`config.mk`:
```
export PLATFORM = sky130hd
export DESIGN_NAME = basr_device_flat
export DESIGN_NICKNAME = d
export VERILOG_FILES = /design/src/shared/basr_pkg.sv /design/src/shared/basr_if.sv /design/src/logic/basr_cell_flags.sv /design/src/logic/basr_device.sv /design/src/flat_wrapper.sv
export SDC_FILE = /design/constraint.sdc
export NUM_CORES = 1
export LEC_CHECK = 0
export BUFFER_PORTS_ARGS = -buffer_cell sky130_fd_sc_hd__buf_2
export CORE_MARGIN = 3
export CORE_UTILIZATION = 53
export CTS_BUF_LIST = sky130_fd_sc_hd__clkbuf_2
export CTS_CLUSTER_SIZE = 28
export DETAILED_ROUTE_END_ITERATION = 12
export GPL_TIMING_DRIVEN = 0
export PLACE_DENSITY = 0.88
export SLEW_MARGIN = 40
export SYNTH_ARGS = -nofsm -noshare
export SYNTH_HDL_FRONTEND = slang
export SYNTH_SLANG_ARGS = --single-unit
```
`constraint.sdc`:
```
create_clock -name ref_clk_i -period 7.3 [get_ports ref_clk_i]
set_input_delay 0.365 -clock ref_clk_i [delete_from_list [all_inputs] [get_ports ref_clk_i]]
set_output_delay 0.365 -clock ref_clk_i [all_outputs]
set_load 0.02 [all_outputs]
```
`src/shared/basr_pkg.sv`:
```
package basr_pkg;
  localparam int DATA_W = 16;
  localparam int CELLS = 12;
  localparam int ADDR_W = 8;
  localparam int READING_W = 12;
  // register offsets
  localparam logic [7:0] STATUS_OFFSET = 8'h02;
  localparam logic [7:0] CELL_FAULT_OFFSET = 8'h03;
  localparam logic [7:0] CELL_HIGH_OFFSET = 8'h04;
  localparam logic [7:0] CELL_LOW_OFFSET = 8'h05;
  // status word field positions
  localparam int RESET_SEEN_BIT = 15;
  localparam int OV_SUM_BIT = 14;
  localparam int UV_SUM_BIT = 13;
  localparam int SPREAD_BIT = 12;
  localparam int COLD_BIT = 11;
  localparam int HOT_BIT = 10;
  localparam int PEC_BIT = 9;
  localparam int NACK_BIT = 8;
  localparam int FAILURE_MODE_REGISTER_BIT = 7;
  localparam int AUX2_BIT = 1;
  localparam int AUX1_BIT = 0;
  // reset values
  localparam logic [15:0] STATUS_RESET = 16'h8000;
  localparam logic [15:0] ZERO_WORD = 16'h0000;
  // host walks through these
  typedef enum logic [1:0] {
    BASR_IDLE = 2'b00,
    BASR_WAIT = 2'b01,
    BASR_DONE = 2'b11
  } basr_host_state_type;
endpackage

```
`src/shared/basr_if.sv`:
```
interface basr_if;
  logic req;
  logic wr;
  logic [7:0] addr;
  logic [15:0] wdata;
  logic ack;
  logic [15:0] rdata;
  modport dev (input req, input wr, input addr, input wdata, output ack, output rdata);
  modport host (output req, output wr, output addr, output wdata, input ack, input rdata);
endinterface

```
`src/logic/basr_cell_flags.sv`:
```
// per-cell high/low flags and their OR, one generate entry per cell
module basr_cell_flags
  import basr_pkg::*;
(
  input wire logic ref_clk_i,
  input wire logic rst_i,
  input wire logic conv_done_i,
  input wire logic [basr_pkg::CELLS-1:0] cell_over_i,
  input wire logic [basr_pkg::CELLS-1:0] cell_under_i,
  output logic [basr_pkg::CELLS-1:0] high_o,
  output logic [basr_pkg::CELLS-1:0] low_o,
  output logic [basr_pkg::CELLS-1:0] fault_o
);
  genvar g;
  generate
    for (g = 0; g < CELLS; g++) begin : g_cell
      // flags follow the condition at each conversion
      always_ff @(posedge ref_clk_i) begin
        if (rst_i) begin
          high_o[g] <= 1'b0;
          low_o[g] <= 1'b0;
        end else if (conv_done_i) begin
          high_o[g] <= cell_over_i[g];
          low_o[g] <= cell_under_i[g];
        end
      end
      assign fault_o[g] = high_o[g] | low_o[g];
    end
  endgenerate
endmodule // basr_cell_flags

```
`src/logic/basr_device.sv`:
```
// How it works
// power reset sets reset-seen flag D15
// writing 0 clears reset flag; 1 ignored
// host ignores packet errors while reset set
// D14 shows any cell overvoltage
// D13 shows any cell undervoltage
// D12 set when highest minus lowest exceeds threshold
// voltage flags clear at next clean conversion
// D11 cold when either aux above limit
// D10 hot when either aux below limit
// temperature flags clear at next clean conversion
// D9 set on packet check failure
// packet check is CRC-8 over message bytes
// packet flag sticks until 0 written
// D8 sticky unexpected NACK, cleared by 0
// D7 is OR of failure-mode bits
// D6..D2 read 0, writes ignored
// D1 second aux outside limits
// D0 first aux outside limits
// aux fault bits clear after clean measurement
// offset 0x03 holds per-cell OR, upper zero
// per-cell bits follow present fault state
// per-cell overvoltage register bits D0..D11
// per-cell undervoltage register bits D0..D11
// summaries are OR of per-cell flags
module basr_device
  import basr_pkg::*;
(
  input wire logic ref_clk_i,
  input wire logic rst_i,
  basr_if.dev bus,
  input wire logic conv_done_i,
  input wire logic [basr_pkg::CELLS-1:0] cell_over_i,
  input wire logic [basr_pkg::CELLS-1:0] cell_under_i,
  input wire logic [basr_pkg::READING_W-1:0] highest_cell_reading_i,
  input wire logic [basr_pkg::READING_W-1:0] lowest_cell_reading_i,
  input wire logic [basr_pkg::READING_W-1:0] spread_threshold_i,
  input wire logic [basr_pkg::READING_W-1:0] aux_input_first_i,
  input wire logic [basr_pkg::READING_W-1:0] aux_input_second_i,
  input wire logic [basr_pkg::READING_W-1:0] hot_limit_i,
  input wire logic [basr_pkg::READING_W-1:0] cold_limit_i,
  input wire logic packet_error_i, // pulse from a failed CRC-8 byte check
  input wire logic nack_fault_i,
  input wire logic [basr_pkg::DATA_W-1:0] failure_mode_register_i,
  output logic status_alert_o
);
  import basr_pkg::*;

  logic reset_seen_flag;
  logic spread_flag;
  logic first_cold;
  logic first_hot;
  logic second_cold;
  logic second_hot;
  logic packet_error_flag;
  logic nack_fault_flag;
  logic failure_mode_summary_flag;
  logic ack;
  logic [DATA_W-1:0] rdata;
  logic status_alert;
  logic [CELLS-1:0] high_flags;
  logic [CELLS-1:0] low_flags;
  logic [CELLS-1:0] fault_flags;

  basr_cell_flags u_cells (
    .ref_clk_i(ref_clk_i),
    .rst_i(rst_i),
    .conv_done_i(conv_done_i),
    .cell_over_i(cell_over_i),
    .cell_under_i(cell_under_i),
    .high_o(high_flags),
    .low_o(low_flags),
    .fault_o(fault_flags)
  );

  // address hits, one per mapped register
  wire hit_status = (bus.addr == STATUS_OFFSET);
  wire hit_cell_fault = (bus.addr == CELL_FAULT_OFFSET);
  wire hit_cell_high = (bus.addr == CELL_HIGH_OFFSET);
  wire hit_cell_low = (bus.addr == CELL_LOW_OFFSET);
  wire read_request = bus.req & ~bus.wr;

  // host write decode: only D15, D9 and D8 react, and only to a 0;
  // a 1 in any position leaves the flag alone so later events stay visible
  wire status_write = bus.req & bus.wr & hit_status;
  wire clear_reset = status_write & ~bus.wdata[RESET_SEEN_BIT];
  wire clear_pec = status_write & ~bus.wdata[PEC_BIT];
  wire clear_nack = status_write & ~bus.wdata[NACK_BIT];

  // cell spread test; the ordering term keeps a wrapped difference from
  // setting the flag when a stale lowest reading sits above the highest one
  wire spread_ordered = (highest_cell_reading_i > lowest_cell_reading_i);
  wire [READING_W-1:0] spread_value = highest_cell_reading_i - lowest_cell_reading_i;
  wire spread_now = spread_ordered & (spread_value > spread_threshold_i);

  // aux comparisons; a high reading means cold with a falling-resistance sensor
  wire first_cold_now = (aux_input_first_i > cold_limit_i);
  wire first_hot_now = (aux_input_first_i < hot_limit_i);
  wire second_cold_now = (aux_input_second_i > cold_limit_i);
  wire second_hot_now = (aux_input_second_i < hot_limit_i);

  // summaries, recomputed every cycle from the held per-cell and aux flags
  wire overvoltage_summary_flag = |high_flags;
  wire undervoltage_summary_flag = |low_flags;
  wire cold_temperature_flag = first_cold | second_cold;
  wire hot_temperature_flag = first_hot | second_hot;
  wire second_aux_fault_flag = second_cold | second_hot;
  wire first_aux_fault_flag = first_cold | first_hot;

  // assembled status word, each field at its package position
  wire [DATA_W-1:0] status_word;
  assign status_word[RESET_SEEN_BIT] = reset_seen_flag;
  assign status_word[OV_SUM_BIT] = overvoltage_summary_flag;
  assign status_word[UV_SUM_BIT] = undervoltage_summary_flag;
  assign status_word[SPREAD_BIT] = spread_flag;
  assign status_word[COLD_BIT] = cold_temperature_flag;
  assign status_word[HOT_BIT] = hot_temperature_flag;
  assign status_word[PEC_BIT] = packet_error_flag;
  assign status_word[NACK_BIT] = nack_fault_flag;
  assign status_word[FAILURE_MODE_REGISTER_BIT] = failure_mode_summary_flag;
  assign status_word[FAILURE_MODE_REGISTER_BIT-1:AUX2_BIT+1] = 5'b0_0000;
  assign status_word[AUX2_BIT] = second_aux_fault_flag;
  assign status_word[AUX1_BIT] = first_aux_fault_flag;

  // per-cell words, upper four bits always read 0
  wire [DATA_W-1:0] cell_word = {4'h0, fault_flags};
  wire [DATA_W-1:0] high_word = {4'h0, high_flags};
  wire [DATA_W-1:0] low_word = {4'h0, low_flags};

  // read select; unmapped offsets read 0, and writes leave rdata at 0
  wire [DATA_W-1:0] read_mux =
    hit_status ? status_word :
    hit_cell_fault ? cell_word :
    hit_cell_high ? high_word :
    hit_cell_low ? low_word : ZERO_WORD;
  wire [DATA_W-1:0] next_rdata = read_request ? read_mux : ZERO_WORD;

  // alert line: any of D15..D7, kept quiet until the host has cleared
  // the reset flag, because a fresh power-up reads with that flag high
  wire next_alert = (|status_word[DATA_W-1:FAILURE_MODE_REGISTER_BIT]) & ~reset_seen_flag;

  // reset-seen flag: only a reset sets it, only a written 0 clears it
  always_ff @(posedge ref_clk_i) begin
    if (rst_i) begin
      reset_seen_flag <= 1'b1;
    end else if (clear_reset) begin
      reset_seen_flag <= 1'b0;
    end
  end

  // packet-error flag: an event in the clearing cycle wins over the clear,
  // so no failure is lost while the host clears an older one
  always_ff @(posedge ref_clk_i) begin
    if (rst_i) begin
      packet_error_flag <= 1'b0;
    end else begin
      packet_error_flag <= packet_error_i | (packet_error_flag & ~clear_pec);
    end
  end

  // nack-fault flag: same set-wins rule as the packet-error flag
  always_ff @(posedge ref_clk_i) begin
    if (rst_i) begin
      nack_fault_flag <= 1'b0;
    end else begin
      nack_fault_flag <= nack_fault_i | (nack_fault_flag & ~clear_nack);
    end
  end

  // conversion-driven flags, refreshed only at a conversion; between
  // conversions they hold, even if the inputs move
  always_ff @(posedge ref_clk_i) begin
    if (rst_i) begin
      spread_flag <= 1'b0;
      first_cold <= 1'b0;
      first_hot <= 1'b0;
      second_cold <= 1'b0;
      second_hot <= 1'b0;
    end else if (conv_done_i) begin
      spread_flag <= spread_now;
      first_cold <= first_cold_now;
      first_hot <= first_hot_now;
      second_cold <= second_cold_now;
      second_hot <= second_hot_now;
    end
  end

  // failure-mode summary, one register stage behind its source
  always_ff @(posedge ref_clk_i) begin
    if (rst_i) failure_mode_summary_flag <= 1'b0;
    else failure_mode_summary_flag <= |failure_mode_register_i;
  end

  // register bus answer, one cycle after request
  always_ff @(posedge ref_clk_i) begin
    if (rst_i) begin
      ack <= 1'b0;
      rdata <= ZERO_WORD;
    end else begin
      ack <= bus.req;
      rdata <= next_rdata;
    end
  end

  // alert output, registered so the pin never glitches
  always_ff @(posedge ref_clk_i) begin
    if (rst_i) begin
      status_alert <= 1'b0;
    end else begin
      status_alert <= next_alert;
    end
  end

  // outputs straight from their flip-flops

  assign bus.ack = ack;
  assign bus.rdata = rdata;
  assign status_alert_o = status_alert;
endmodule // basr_device

```
`src/flat_wrapper.sv`:
```
// flat-port wrapper written by rule: the top's interface ports become plain ports
module basr_device_flat import basr_pkg::*;
  (ref_clk_i, rst_i, conv_done_i, cell_over_i, cell_under_i, highest_cell_reading_i, lowest_cell_reading_i, spread_threshold_i, aux_input_first_i, aux_input_second_i, hot_limit_i, cold_limit_i, packet_error_i, nack_fault_i, failure_mode_register_i, status_alert_o, bus_req, bus_wr, bus_addr, bus_wdata, bus_ack, bus_rdata);
  basr_if bus_i ();
  input wire logic ref_clk_i;
  input wire logic rst_i;
  input wire logic conv_done_i;
  input wire logic [basr_pkg::CELLS-1:0] cell_over_i;
  input wire logic [basr_pkg::CELLS-1:0] cell_under_i;
  input wire logic [basr_pkg::READING_W-1:0] highest_cell_reading_i;
  input wire logic [basr_pkg::READING_W-1:0] lowest_cell_reading_i;
  input wire logic [basr_pkg::READING_W-1:0] spread_threshold_i;
  input wire logic [basr_pkg::READING_W-1:0] aux_input_first_i;
  input wire logic [basr_pkg::READING_W-1:0] aux_input_second_i;
  input wire logic [basr_pkg::READING_W-1:0] hot_limit_i;
  input wire logic [basr_pkg::READING_W-1:0] cold_limit_i;
  input wire logic packet_error_i;
  input wire logic nack_fault_i;
  input wire logic [basr_pkg::DATA_W-1:0] failure_mode_register_i;
  output logic status_alert_o;
  input wire logic [$bits(bus_i.req)-1:0] bus_req;
  input wire logic [$bits(bus_i.wr)-1:0] bus_wr;
  input wire logic [$bits(bus_i.addr)-1:0] bus_addr;
  input wire logic [$bits(bus_i.wdata)-1:0] bus_wdata;
  output wire logic [$bits(bus_i.ack)-1:0] bus_ack;
  output wire logic [$bits(bus_i.rdata)-1:0] bus_rdata;
  assign bus_i.req = bus_req;
  assign bus_i.wr = bus_wr;
  assign bus_i.addr = bus_addr;
  assign bus_i.wdata = bus_wdata;
  assign bus_ack = bus_i.ack;
  assign bus_rdata = bus_i.rdata;
  basr_device u_core (.ref_clk_i(ref_clk_i), .rst_i(rst_i), .bus(bus_i), .conv_done_i(conv_done_i), .cell_over_i(cell_over_i), .cell_under_i(cell_under_i), .highest_cell_reading_i(highest_cell_reading_i), .lowest_cell_reading_i(lowest_cell_reading_i), .spread_threshold_i(spread_threshold_i), .aux_input_first_i(aux_input_first_i), .aux_input_second_i(aux_input_second_i), .hot_limit_i(hot_limit_i), .cold_limit_i(cold_limit_i), .packet_error_i(packet_error_i), .nack_fault_i(nack_fault_i), .failure_mode_register_i(failure_mode_register_i), .status_alert_o(status_alert_o));
endmodule
```
==> results.toml <==
[sta]
tightest_slew_ns = 0.5920
finalMaxSlewViolations = 0
rsz0062_at_grt = "no"
worst_slack_ns = 4.275
max_freq_mhz = 330.6
skew_ns = 0.02702
finalSetupViolCount = 0
tns_ns = 0
min_period_ns = 3.025
fin_crit_sh = 0.4143
finalHoldViolations = 0
slew_headroom = 0.6039
whs_ns = 0.1297

[routing]
postRouteAntennaNets = 0
dr.pass1.iters = 5
via_count = 4066
post_drt_via_cell_ratio = 5.585
detail_route.wl_per_cell_um = 15.28
route.detailed.drc = 0
drt_iter0_drc = 196
route.final.wire_length_mm = 11.12

[setup_path]
setup.worst_path.start = "highest_cell_reading_i[0]"
critPathCapture = "u_core.spread_flag"
rr_startpoint = "u_core.u_cells.high_o[4]"
cp-start-kind = "primary input"
required_ns = 7.67
r2r_end = "u_core.status_alert_o"
endpoint_kind = "register"
reg2regPathDepth = 4
path_max_fanout = 3
worstSetupPathType = "in -> reg"
worstPathArrival_ns = 3.40
r2r_slack_ns = 5.95

[cts]
post_cts_buffers = 0
clk_latency_ns = 0.42
cts_max_level = 2
clockBufferDepth = 2
cts_sinks = 51
ctsHoldBuffers = 0
numCtsBuffers = 5
cts_tree = "done"
root_buffer = "clkbuf_2"
path_clk_slew_ns = 0.24
cts_resized = 0

[global_routing]
overflow = 0
grt_use_total = 0.2543
grt_pass1_vias = 4003
grt_max_degree = 15
antenna_found_initial = 0
grt_pass1_wl_mm = 17.84

[die]
rows = 30
fp.dieW_um = 92.22
core_um2 = 6982
io_pins = 173
dieArea_um2 = 8505
die_height_um = 92.22
initial_core_util = 0.5643

[logic_synthesis]
ys_async_sr_fraction = 0
synth_area_leader_cell = "dfxtp_1"
syn-mean-instance-area_um2 = 8.437
synth_area_leaders = "dfxtp_1 (26%), ha_1 (22%), mux2i_1 (6.6%)"
yosys.area.top_type_share = 0.2591
ys_warn_count = 0
synth_ff_type = "dfxtp_1"
syn_area_um2 = 3940
seq_area_frac_synth = 0.2591
ys_seq_elements = 51
synthCells = 467
synth_most_common_cell = "ha_1"
synth-edff-count = 0
synth_cell_type_count = 49
synth_nets = 693
synth_commonest_cells = "ha_1 (70), inv_1 (55), dfxtp_1 (51), nor2_1 (46), a21oi_1 (29)"

[finish]
fillers = 570
fin_util = 0.7034
final-seq-area_um2 = 1021
drive_gt1_frac = 0.2785
multi_input_area_um2 = 2661
n_antenna_cell = 0
final_nets = 858
syn_to_final_growth_pct = 24.64

[place]
pre_cts_ws_ns = 3.850
place_congestion = 0.8685
portBuffers = 158
dp_hpwl_mm = 9.553

[run]
maxCapViolations = 0

[run_status]
status = "finished clean"

[pwr]
power_density_nw_per_um2 = 135.8
ir_worst_vdd_v = 0.00008680
leakagePower_nw = 2.618

[hold_path]
worstHoldPathType = "in -> reg"
min_path_cells = 3
==> kinds of logic (layout without fill, tap and decap cells) <==
group           after synthesis  in the layout  synth area share
xor+xnor                      7              7           0.01556
fa+ha+maj                    71             71            0.2274
mux                          26             26           0.06605
compound gates              111            111            0.1817
buf+inv                      65            230           0.06542
flops                        51             51            0.2591
simple gates                136            136            0.1848
==> stage by stage <==
step	std cells	cell area [µm²]	total power [mW]
after CTS	728	4911	0.6634
after detailed placement	721	4851	0.5278
after global routing	728	4911	0.7092
after global placement	721	4851	0.5164
after floorplan	467	3940	0.4442
final	728	4911	0.6669
==> registers in the layout, indices dropped and copies added, names as in the netlist <==
| register | cells |
|---|---|
| u_core.bus.rdata | 16 |
| u_core.second_hot | 1 |
| u_core.u_cells.high_o | 12 |
| u_core.u_cells.low_o | 12 |
| u_core.spread_flag | 1 |
| u_core.first_cold | 1 |
| u_core.nack_fault_flag | 1 |
| u_core.status_alert_o | 1 |
| u_core.bus.ack | 1 |
| u_core.failure_mode_summary_flag | 1 |
| u_core.second_cold | 1 |
| u_core.reset_seen_flag | 1 |
| u_core.packet_error_flag | 1 |
| u_core.first_hot | 1 |
==> power by group <==
group | leakage, nW | switching [mW] | internal, mW
combinational | 2.16 | 0.118 | 0.108
clock | 0.0391 | 0.0829 | 0.0576
sequential | 0.418 | 0.0102 | 0.291
total | 2.62 | 0.211 | 0.456
==> cell usage in the layout, fill, tap and decap left out, types with 2 or more instances in the layout <==
cell	count
a22oi_1	12
nor4_1	12
nor2b_1	12
dfxtp_1	51
o21a_1	5
a211oi_1	9
buf_2	163
nand4_1	10
clkbuf_1	4
nand2b_1	10
nor3b_1	3
a31oi_1	2
a2111oi_0	2
nor3_1	5
mux2i_1	26
nor2_1	46
xor2_1	3
clkbuf_2	6
a211o_1	2
xnor2_1	4
o31ai_1	2
a221oi_1	3
and3_1	4
o21ai_1	3
nand2_1	12
o22ai_1	2
a21o_1	12
nand3_1	12
a21oi_1	29
nor3_2	2
ha_1	70
inv_1	55
o21ai_0	20
and4_1	2
==> worst max-delay path, cell delays in order <==
cell,delay (ns)
buf_2,0.08
inv_1,0.04
ha_1,0.22
fa_1,0.41
nand2b_1,0.19
a211oi_1,0.26
nor3_1,0.15
o21ai_0,0.24
xor2_1,0.18
ha_1,0.28
nand4_1,0.18
nor4_1,0.08
a2111oi_0,0.38
o41ai_1,0.15
nor3b_1,0.20
==> layout make-up <==
type	instances	area share
Multi-Input combinational cell	351	0.5419
Sequential cell	51	0.2079
Timing Repair Buffer	158	0.1610
Inverter	55	0.04204
Tap cell	96	0.02446
Buffer	10	0.01045
Clock buffer	6	0.006115
Clock inverter	1	0.006115
==> per-layer routing <==
metal | track usage | up-vias | wire length (µm)
li1 | - | 2020 | -
met5 | 0 | - | 0
met2 | 0.4690 | 172 | 5545
met3 | 0.02789 | 26 | 722
met1 | 0.3102 | 1848 | 4583
met4 | 0.07054 | 0 | 270
==> worst min path at each step <==
| stage | startpoint | to | slack (ns) |
|---|---|---|---|
| 2_1_floorplan | u_core.reset_seen_flag | u_core.status_alert_o | 0.41 |
| 3_3_place_gp | u_core.reset_seen_flag | u_core.status_alert_o | 0.44 |
| 3_5_place_dp | u_core.reset_seen_flag | u_core.status_alert_o | 0.44 |
| 4_1_cts | packet_error_i | u_core.packet_error_flag | 0.15 |
| 5_1_grt | packet_error_i | u_core.packet_error_flag | 0.12 |
| 6_report | packet_error_i | u_core.packet_error_flag | 0.13 |
No activity file was read; power rests on OpenSTA's default activity.
